===== config.mk =====
export PLATFORM = sky130hd
export DESIGN_NAME = sts_seq
export DESIGN_NICKNAME = d
export VERILOG_FILES = /design/src/hdl/sts_seq_filt.v /design/src/hdl/sts_seq_mover.v /design/src/hdl/sts_seq.v
export VERILOG_INCLUDE_DIRS = /design/src /design/src/hdl
export SDC_FILE = /design/constraint.sdc
export NUM_CORES = 1
export LEC_CHECK = 0
export ABC_AREA = 1
export BUFFER_PORTS_ARGS = -buffer_cell sky130_fd_sc_hd__clkbuf_2
export CAP_MARGIN = 20
export CORE_MARGIN = 2
export CORE_UTILIZATION = 25
export DETAILED_ROUTE_END_ITERATION = 8
export GPL_ROUTABILITY_DRIVEN = 0
export GPL_TIMING_DRIVEN = 1
export PLACE_DENSITY_LB_ADDON = 0.3
export SLEW_MARGIN = 25
export SYNTH_ARGS = -nofsm -noshare
export SYNTH_HDL_FRONTEND = slang
export SYNTH_SLANG_ARGS = --single-unit
export TNS_END_PERCENT = 30

===== constraint.sdc =====
create_clock -name clk_i -period 10.07 [get_ports clk_i]
set_input_delay 2.5175 -clock clk_i [delete_from_list [all_inputs] [get_ports clk_i]]
set_output_delay 2.5175 -clock clk_i [all_outputs]
set_load 0.1 [all_outputs]

===== src/hdl/sts_seq_regs.vh =====
// Constants for the sensor travel sequencer
`ifndef STS_SEQ_REGS_VH
`define STS_SEQ_REGS_VH
// Clock period in ns
`define STS_CLK_NS          4
// Least valid request pulse width in ms
`define STS_MIN_PULSE_MS    200
// Cycles per ms at 250 MHz
`define STS_CYC_PER_MS      250000
// Default dwell period at the retreat height in ms
`define STS_DWELL_MS        10000
// Default internal interval timer period in ms
`define STS_INTERVAL_MS     600000
// Profile speed multiplier over control speed
`define STS_PROF_MULT       5
// Position, speed and output value widths
`define STS_POS_W           16
`define STS_SPD_W           16
`define STS_OUT_W           16
// Sequencer states
`define STS_ST_MEAS         4'h0
`define STS_ST_RET_OUT      4'h1
`define STS_ST_RET_DWELL    4'h2
`define STS_ST_RET_HOLD     4'h3
`define STS_ST_RET_BACK     4'h4
`define STS_ST_PRF_UP       4'h5
`define STS_ST_PRF_SCAN     4'h6
`define STS_ST_PRF_BACK     4'h7
`endif


===== src/hdl/sts_seq_filt.v =====
// Request input filter with minimum pulse width and rising-edge detection
`timescale 1ns/1ps
module sts_seq_filt #(
    parameter MIN_CYC = 50000000,      // Least pulse width in cycles
    parameter CNT_W   = 32             // Counter width
) (
    input  wire clk_i,                 // Clock
    input  wire rst_n,                 // Synchronised reset, active low
    input  wire req_i,                 // Raw request level, high at 24 V
    output reg  level_o,               // Filtered level
    output reg  rise_o                 // One-cycle pulse on accepted rise
);
    reg [CNT_W-1:0] cnt_r;
    // Count how long the input has held high; drop on any gap
    always @(posedge clk_i or negedge rst_n) begin
        if (!rst_n) begin
            cnt_r   <= {CNT_W{1'b0}};
            level_o <= 1'b0;
            rise_o  <= 1'b0;
        end else begin
            rise_o <= 1'b0;
            if (!req_i) begin
                cnt_r   <= {CNT_W{1'b0}};
                level_o <= 1'b0;
            end else if (!level_o) begin
                if (cnt_r >= MIN_CYC[CNT_W-1:0] - 1'b1) begin
                    level_o <= 1'b1;
                    rise_o  <= 1'b1;
                end else begin
                    cnt_r <= cnt_r + 1'b1;
                end
            end
        end
    end
endmodule


===== src/hdl/sts_seq_mover.v =====
// Step generator moving a position toward a target at a given rate
`timescale 1ns/1ps
module sts_seq_mover #(
    parameter POS_W = 16,              // Position width
    parameter SPD_W = 16               // Step interval width
) (
    input  wire             clk_i,     // Clock
    input  wire             rst_n,     // Synchronised reset, active low
    input  wire             run_i,     // Movement allowed
    input  wire [POS_W-1:0] target_i,  // Target position
    input  wire [SPD_W-1:0] intv_i,    // Cycles between steps, 0 treated as 1
    output reg  [POS_W-1:0] pos_o,     // Current position
    output reg              step_o,    // Step pulse
    output reg              dir_o,     // 1 moves down (position rises)
    output wire             at_o       // Position equals target
);
    reg [SPD_W-1:0] div_r;
    assign at_o = (pos_o == target_i);
    // Divider produces one step enable per interval
    always @(posedge clk_i or negedge rst_n) begin
        if (!rst_n) begin
            div_r  <= {SPD_W{1'b0}};
            pos_o  <= {POS_W{1'b0}};
            step_o <= 1'b0;
            dir_o  <= 1'b0;
        end else begin
            step_o <= 1'b0;
            if (!run_i || at_o) begin
                div_r <= {SPD_W{1'b0}};
            end else if (div_r + 1'b1 >= intv_i) begin
                div_r  <= {SPD_W{1'b0}};
                step_o <= 1'b1;
                dir_o  <= (target_i > pos_o);
                if (target_i > pos_o)
                    pos_o <= pos_o + 1'b1;
                else
                    pos_o <= pos_o - 1'b1;
            end else begin
                div_r <= div_r + 1'b1;
            end
        end
    end
endmodule


===== src/hdl/sts_seq.v =====
// Sensor travel sequencer: retreat and profile excursions
`timescale 1ns/1ps
`include "sts_seq_regs.vh"
// How it works
// - Inactive retreat input leaves the device measuring, no excursion.
// - Retreat input counts as asserted when high (24 V level).
// - Retreat pulse of 200 ms or more moves to retreat height and dwells.
// - Request still high after dwell keeps sensor at retreat height.
// - After dwell sensor returns to prior position and measures again.
// - Outward and return retreat travel use fast speed.
// - Measurement suspended, depth and solids outputs held during retreat.
// - Profile input high for 200 ms or more starts a profile scan.
// - One profile request gives exactly one scan, top to bottom.
// - Scan begins with fast travel to the highest calibrated point.
// - Descent records at five times the control speed, slowed by the filter time setting.
// - During scan depth drives output one, solids optionally output two.
// - After scan sensor returns fast to the prior measuring position.
// - Scan speed depends on the signal filter time setting.
// - Excursions start from external inputs or the internal interval timer.
// - Hold status output asserted whenever measurement is frozen.
module sts_seq #(
    parameter POS_W       = `STS_POS_W,                        // Position width
    parameter SPD_W       = `STS_SPD_W,                        // Speed interval width
    parameter OUT_W       = `STS_OUT_W,                        // Output value width
    parameter MIN_CYC     = `STS_MIN_PULSE_MS * `STS_CYC_PER_MS, // Least pulse, cycles
    parameter DWELL_CYC   = `STS_DWELL_MS * `STS_CYC_PER_MS,   // Dwell default, cycles
    parameter TICK_CYC    = `STS_CYC_PER_MS                    // Cycles per interval tick
) (
    input  wire             clk_i,         // Clock, 250 MHz
    input  wire             rstn_i,        // Reset, active low, asynchronous
    input  wire             retreat_req_i, // Retreat request, high at 24 V
    input  wire             profile_req_i, // Profile request, high at 24 V
    input  wire             auto_mode_i,   // Automatic measuring mode
    input  wire             timer_en_i,    // Internal interval timer enable
    input  wire             timer_prof_i,  // Timer launches profile (else retreat)
    input  wire [31:0]      interval_ms_i, // Interval timer period in ms
    input  wire [31:0]      dwell_ms_i,    // Retreat dwell in ms, 0 uses default
    input  wire [POS_W-1:0] retreat_pos_i, // Retreat height position
    input  wire [POS_W-1:0] top_pos_i,     // Highest calibrated point
    input  wire [POS_W-1:0] bottom_pos_i,  // Lowest calibrated point
    input  wire [POS_W-1:0] meas_pos_i,    // Measuring target in normal mode
    input  wire [SPD_W-1:0] fast_intv_i,   // Fast speed step interval
    input  wire [SPD_W-1:0] ctrl_intv_i,   // Control speed step interval
    input  wire [3:0]       filt_time_i,   // Signal filter time setting
    input  wire [OUT_W-1:0] depth_i,       // Live depth value
    input  wire [OUT_W-1:0] solids_i,      // Live solids value
    input  wire             solids_en_i,   // Solids on output two during scan
    output reg  [OUT_W-1:0] cur1_o,        // Current output one (depth)
    output reg  [OUT_W-1:0] cur2_o,        // Current output two (solids)
    output reg              hold_o,        // Measurement frozen
    output reg              busy_o,        // Excursion running
    output reg              profiling_o,   // Profile descent active
    output wire [POS_W-1:0] pos_o,         // Sensor position
    output wire             step_o,        // Motor step pulse
    output wire             dir_o          // Motor direction, 1 down
);
    reg         rs1_r;
    reg         rs2_r;
    wire        rst_n = rs2_r;
    reg  [3:0]  st_r;
    reg  [3:0]  st_nxt;
    reg  [POS_W-1:0] home_r;
    reg  [POS_W-1:0] tgt_r;
    reg  [SPD_W-1:0] intv_r;
    reg  [31:0] dwell_r;
    reg  [31:0] tick_r;
    reg  [31:0] ms_r;
    reg         tmr_fire_r;
    wire        ret_lvl;
    wire        ret_rise;
    wire        prf_rise;
    wire        at_tgt;
    wire [SPD_W-1:0] scan_intv;
    wire [31:0] dwell_cyc;

    // Two-flop reset release
    // Assertion acts at once; release waits two edges so no flop leaves reset metastable
    always @(posedge clk_i or negedge rstn_i) begin
        if (!rstn_i) begin
            rs1_r <= 1'b0;
            rs2_r <= 1'b0;
        end else begin
            rs1_r <= 1'b1;
            rs2_r <= rs1_r;
        end
    end

    sts_seq_filt #(.MIN_CYC(MIN_CYC), .CNT_W(32)) u_ret_filt (
        .clk_i  (clk_i),
        .rst_n  (rst_n),
        .req_i  (retreat_req_i),
        .level_o(ret_lvl),
        .rise_o (ret_rise)
    );

    sts_seq_filt #(.MIN_CYC(MIN_CYC), .CNT_W(32)) u_prf_filt (
        .clk_i  (clk_i),
        .rst_n  (rst_n),
        .req_i  (profile_req_i),
        .level_o(),
        .rise_o (prf_rise)
    );

    sts_seq_mover #(.POS_W(POS_W), .SPD_W(SPD_W)) u_mover (
        .clk_i   (clk_i),
        .rst_n   (rst_n),
        .run_i   (1'b1),
        .target_i(tgt_r),
        .intv_i  (intv_r),
        .pos_o   (pos_o),
        .step_o  (step_o),
        .dir_o   (dir_o),
        .at_o    (at_tgt)
    );

    // Divisor held at the interval width so the quotient keeps SPD_W bits
    localparam [SPD_W-1:0] PROF_MULT = `STS_PROF_MULT;

    // five-fold control speed, slowed by filter time
    assign scan_intv = (ctrl_intv_i / PROF_MULT) + {{(SPD_W-4){1'b0}}, filt_time_i};

    // Dwell length in cycles, default when zero
    assign dwell_cyc = (dwell_ms_i == 32'h0000_0000) ? DWELL_CYC[31:0]
                       : dwell_ms_i * TICK_CYC[31:0];

    // internal interval timer in ms ticks, auto mode only
    always @(posedge clk_i or negedge rst_n) begin
        if (!rst_n) begin
            tick_r     <= 32'h0000_0000;
            ms_r       <= 32'h0000_0000;
            tmr_fire_r <= 1'b0;
        end else begin
            tmr_fire_r <= 1'b0;
            if (!(auto_mode_i && timer_en_i) || interval_ms_i == 32'h0000_0000) begin
                tick_r <= 32'h0000_0000;
                ms_r   <= 32'h0000_0000;
            end else if (tick_r >= TICK_CYC[31:0] - 32'h0000_0001) begin
                tick_r <= 32'h0000_0000;
                if (ms_r >= interval_ms_i - 32'h0000_0001) begin
                    ms_r       <= 32'h0000_0000;
                    tmr_fire_r <= 1'b1;
                end else begin
                    ms_r <= ms_r + 32'h0000_0001;
                end
            end else begin
                tick_r <= tick_r + 32'h0000_0001;
            end
        end
    end

    // Launch sources act only in automatic mode; a rise seen outside MEAS is
    // dropped rather than queued, so a late request cannot restart a sequence
    wire go_ret = auto_mode_i && (ret_rise || (tmr_fire_r && !timer_prof_i));
    wire go_prf = auto_mode_i && (prf_rise || (tmr_fire_r && timer_prof_i));

    // Next-state logic
    always @* begin
        st_nxt = st_r;
        case (st_r)
            `STS_ST_MEAS: begin
                // no excursion without request; retreat wins a tie
                if (go_ret)
                    st_nxt = `STS_ST_RET_OUT;
                else if (go_prf)
                    st_nxt = `STS_ST_PRF_UP;
            end
            `STS_ST_RET_OUT: begin
                if (at_tgt)
                    st_nxt = `STS_ST_RET_DWELL;
            end
            `STS_ST_RET_DWELL: begin
                if (dwell_r >= dwell_cyc - 32'h0000_0001)
                    st_nxt = ret_lvl ? `STS_ST_RET_HOLD : `STS_ST_RET_BACK;
            end
            `STS_ST_RET_HOLD: begin
                if (!ret_lvl)
                    st_nxt = `STS_ST_RET_BACK;
            end
            `STS_ST_RET_BACK: begin
                if (at_tgt)
                    st_nxt = `STS_ST_MEAS;
            end
            `STS_ST_PRF_UP: begin
                if (at_tgt)
                    st_nxt = `STS_ST_PRF_SCAN;
            end
            `STS_ST_PRF_SCAN: begin
                if (at_tgt)
                    st_nxt = `STS_ST_PRF_BACK;
            end
            `STS_ST_PRF_BACK: begin
                if (at_tgt)
                    st_nxt = `STS_ST_MEAS;
            end
            default: st_nxt = `STS_ST_MEAS;
        endcase
    end

    // State, home capture, dwell timer
    always @(posedge clk_i or negedge rst_n) begin
        if (!rst_n) begin
            st_r    <= `STS_ST_MEAS;
            home_r  <= {POS_W{1'b0}};
            dwell_r <= 32'h0000_0000;
        end else begin
            // edges outside MEAS are not looked at
            st_r <= st_nxt;
            // Home follows the sensor while measuring; the last MEAS cycle is the return point
            if (st_r == `STS_ST_MEAS)
                home_r <= pos_o;
            if (st_r == `STS_ST_RET_DWELL)
                dwell_r <= dwell_r + 32'h0000_0001;
            else
                dwell_r <= 32'h0000_0000;
        end
    end

    // Target and speed per state
    always @(posedge clk_i or negedge rst_n) begin
        if (!rst_n) begin
            tgt_r  <= {POS_W{1'b0}};
            intv_r <= {SPD_W{1'b0}};
        end else begin
            case (st_nxt)
                `STS_ST_MEAS: begin
                    tgt_r  <= (st_r == `STS_ST_MEAS) ? meas_pos_i : home_r;
                    intv_r <= ctrl_intv_i;
                end
                `STS_ST_RET_OUT, `STS_ST_RET_DWELL, `STS_ST_RET_HOLD: begin
                    tgt_r  <= retreat_pos_i;
                    intv_r <= fast_intv_i;
                end
                `STS_ST_RET_BACK: begin
                    tgt_r  <= home_r;
                    intv_r <= fast_intv_i;
                end
                `STS_ST_PRF_UP: begin
                    tgt_r  <= top_pos_i;
                    intv_r <= fast_intv_i;
                end
                `STS_ST_PRF_SCAN: begin
                    tgt_r  <= bottom_pos_i;
                    intv_r <= scan_intv;
                end
                `STS_ST_PRF_BACK: begin
                    tgt_r  <= home_r;
                    intv_r <= fast_intv_i;
                end
                default: begin
                    tgt_r  <= home_r;
                    intv_r <= fast_intv_i;
                end
            endcase
        end
    end

    wire ret_excursion = (st_r == `STS_ST_RET_OUT) || (st_r == `STS_ST_RET_DWELL)
                         || (st_r == `STS_ST_RET_HOLD) || (st_r == `STS_ST_RET_BACK);
    wire prf_freeze    = (st_r == `STS_ST_PRF_UP) || (st_r == `STS_ST_PRF_BACK);

    // Output values and status
    // Freeze keys off the state itself, so values stop on the edge at which hold_o rises
    always @(posedge clk_i or negedge rst_n) begin
        if (!rst_n) begin
            cur1_o      <= {OUT_W{1'b0}};
            cur2_o      <= {OUT_W{1'b0}};
            hold_o      <= 1'b0;
            busy_o      <= 1'b0;
            profiling_o <= 1'b0;
        end else begin
            busy_o      <= (st_r != `STS_ST_MEAS);
            profiling_o <= (st_r == `STS_ST_PRF_SCAN);
            hold_o      <= ret_excursion || prf_freeze;
            if (ret_excursion || prf_freeze) begin
                cur1_o <= cur1_o;
                cur2_o <= cur2_o;
            end else if (st_r == `STS_ST_PRF_SCAN) begin
                // depth on output one, solids optional
                cur1_o <= depth_i;
                if (solids_en_i)
                    cur2_o <= solids_i;
            end else begin
                cur1_o <= depth_i;
                cur2_o <= solids_i;
            end
        end
    end
endmodule


==> qor.yml <==
multiInputGateArea_mm2: 0.0130
ys_types: 56
final-seq-area_mm2: 0.00721
p_sw_frac: 0.446
fill_cells: 9326
port_buffers: 256
cts_tree: "done"
antenna_found_initial: 3
dr_total_vias: 18906
crit_type: "in2reg"
start_util: 0.252
p_leak_nw: 13.3
rsz0062_at_grt: "true"
synth_ff_type: "dfrtp_1"
setup_ws_ns: 0.0121
critPathMaxFanout: 8
clkPwrFrac: 0.165
finalSetupViolations: 0
syn_inst: 2783
pwr-share-comb: 0.666
yosys-top-cells-area: "dfrtp_1, ha_1, inv_1, nand2_1, fa_1"
io_pins: 257
async_flop_share: 1.00
num_rows: 108
clk_pin_slew_ns: 0.06
finalCriticalPeriod_ns: 10.06
dp_slack_ns: -0.701
finish.utilization: 0.312
drc: 0
finalInstanceArea_mm2: 0.0271
outcome: "finished clean"
ant_nets: 0
die_y_um: 300
cts_buffers: 37
ir_drop_mv: 0.295
routed_wl_um: 56500
finClkSkew_ns: 0.0182
critPathSlowestCell: "fa_1"
synth_top_cell_area_share: 0.329
finalHoldViolCount: 0
hold_buffers: 0
crit_path_end_kind: "flip-flop"
min_period_over_period: 0.999
ys_seq_elements: 288
tightest_slew_ns: 0.890
max_freq_mhz: 99.4
synth_area_mm2: 0.0219
cts.sinks: 288
power.switching_mw: 3.54
syn_to_final_growth_pct: 23.5
tns_ns: 0
slew_headroom: 0.407
yosysTopAreaCell: "dfrtp_1"
final_nets: 3653
p_total_mw: 7.93
dpl.hpwl_um: 44400
grt_overflow_total: 0
start_kind: "input port"
layout-drive-gt1-share: 0.191
clkLatencyLatePin_ns: 0.54
cts_max_path_buffers: 3
synth_edf_count: 0
core_area_mm2: 0.0868
die_area_mm2: 0.0900
htreeDepth: 2
ys_warn_count: 0
grt_pass1_vias: 19177
critical_path_required_ns: 10.49
viasPerCell: 4.35
maxSlewViolCount: 0
power_density_mw_per_mm2: 293
clockRootBuffer: "clkbuf_16"
hold_class: "reg2async"
initialDrtViolationCount: 846
drt_pre_antenna_iters: 5
grt_pass1_wl_um: 95000
wl_per_cell_um: 13.0
yosysSeqAreaShare: 0.329
p_int_mw: 4.39
maxCapViolations: 0
place_area_mm2: 0.0254
arrival_ns: 10.48
die_w_um: 300
seqPwrFrac: 0.170
globalRouteTotalUtil: 0.127
grt_max_degree: 147
slowest_delay_ns: 0.54
avgSynthCellArea_um2: 7.87
per-stage QoR:
stage	hold WS, ns	cells
5_1_grt	0.224	4348
4_1_cts	0.210	4339
6_report	0.193	4349
3_3_place_gp	0.202	4265
2_1_floorplan	0.331	2797
3_5_place_dp	0.204	4265
kinds of logic after synthesis:
family | after synthesis | synth area share
and+or+nand+nor | 1122 | 0.227
buffers and inverters | 550 | 0.0943
AOI/OAI and AO/OA | 412 | 0.109
DFF | 288 | 0.329
adders and majority gates | 279 | 0.186
xor gates and xnor gates | 114 | 0.0456
muxes | 16 | 0.00823
other | 2 | 0.000343
per-layer routing:
layer	share of wire	routed length (µm)	global-route usage	up-vias
met4	0.019	1060	0.0283	6
met5	0.00073	41	0	-
li1	-	-	-	9814
met1	0.47	26700	0.167	8721
met2	0.46	26200	0.219	297
met3	0.044	2470	0.0210	68
layout by cell type (no fill, tap or decap), types with 49 or more instances in the layout:
master	n
nand2_1	447
nand3_1	128
nor2_1	263
inv_1	473
o21ai_0	105
xor2_1	82
a21oi_1	151
nand2_2	49
nor3_1	112
fa_1	78
ha_1	198
clkbuf_2	254
dfrtp_1	287
buf_4	108
flip-flops by register name, indices dropped and copies added, names as in the netlist, 4 cells and up:
register / flops
tick_r: 32
u_mover.div_r: 16
u_mover.pos_o: 16
home_r: 16
u_ret_filt.cnt_r: 32
u_prf_filt.cnt_r: 32
cur2_o: 16
intv_r: 16
dwell_r: 32
st_r: 4
tgt_r: 16
cur1_o: 16
ms_r: 32
power groups by stage:
stage	registers, mW	clock network (mW)	logic [mW]
after floorplan	1.64	0	3.10
after global placement	1.37	0	4.88
after detailed placement	1.36	0	4.90
after CTS	1.34	1.36	5.03
after global routing	1.36	1.40	6.09
final	1.35	1.31	5.28
synth_stat cells (3+ instances only):
cell type / n
a211oi_1: 9
a21o_1: 3
a21oi_1: 165
a311oi_1: 17
a31oi_1: 13
and3_1: 3
clkbuf_1: 39
clkinv_1: 7
dfrtp_1: 288
fa_1: 78
ha_1: 201
inv_1: 486
inv_2: 15
mux2_2: 16
nand2_1: 460
nand2_2: 38
nand2_4: 6
nand3_1: 134
nand3_2: 7
nand4_1: 36
nor2_1: 270
nor2_4: 4
nor3_1: 113
nor3b_1: 10
nor4_1: 27
o2111ai_1: 4
o211ai_1: 11
o21a_1: 13
o21ai_0: 129
o21ai_1: 4
o21bai_1: 8
o221ai_1: 8
o22ai_1: 10
o31ai_1: 4
or2_2: 8
xnor2_1: 32
xor2_1: 82
worst max-delay path: cells and delay by family:
family	cells	cell delay [ns]
buffers and inverters	13	1.21
AND/OR/NAND/NOR	13	1.35
adder cells (fa/ha/maj)	8	3.36
AO/OA/AOI/OAI	14	1.90
XOR/XNOR	1	0.14
cell type report:
cell class / instances / share of cell area
timing repair buffer: 375 / 0.0854
antenna: 1 / 0.0000925
inverter: 509 / 0.0709
clock inverter: 13 / 0.00574
tap: 1155 / 0.0534
clock buffer: 49 / 0.0378
multi-input combinational: 1959 / 0.480
sequential: 288 / 0.267
worst paths after layout:
path | slack (ns) | end | cells past startpoint | startpoint
max in group asynchronous | 7.96 | ms_r[8] | 2 | rs2_r
min in group clk_i | 0.35 | rs2_r | 0 | rs1_r
worst min register to register | 0.19 | intv_r[7] | 0 | rs2_r
worst max register to register | 4.73 | u_ret_filt.cnt_r[23] | 30 | u_ret_filt.cnt_r[0]
worst min-delay path | 0.19 | intv_r[7] | 0 | rs2_r
worst max-delay path | 0.01 | tgt_r[4] | 49 | dwell_ms_i[1]
what timing repair did:
item	CTS	global route
setup endpoints to repair	32	32
setup buffers	11	9
pin swaps	36	65
resized for setup	25	91
cloned	1	1
No activity file was read; power rests on OpenSTA's default activity.
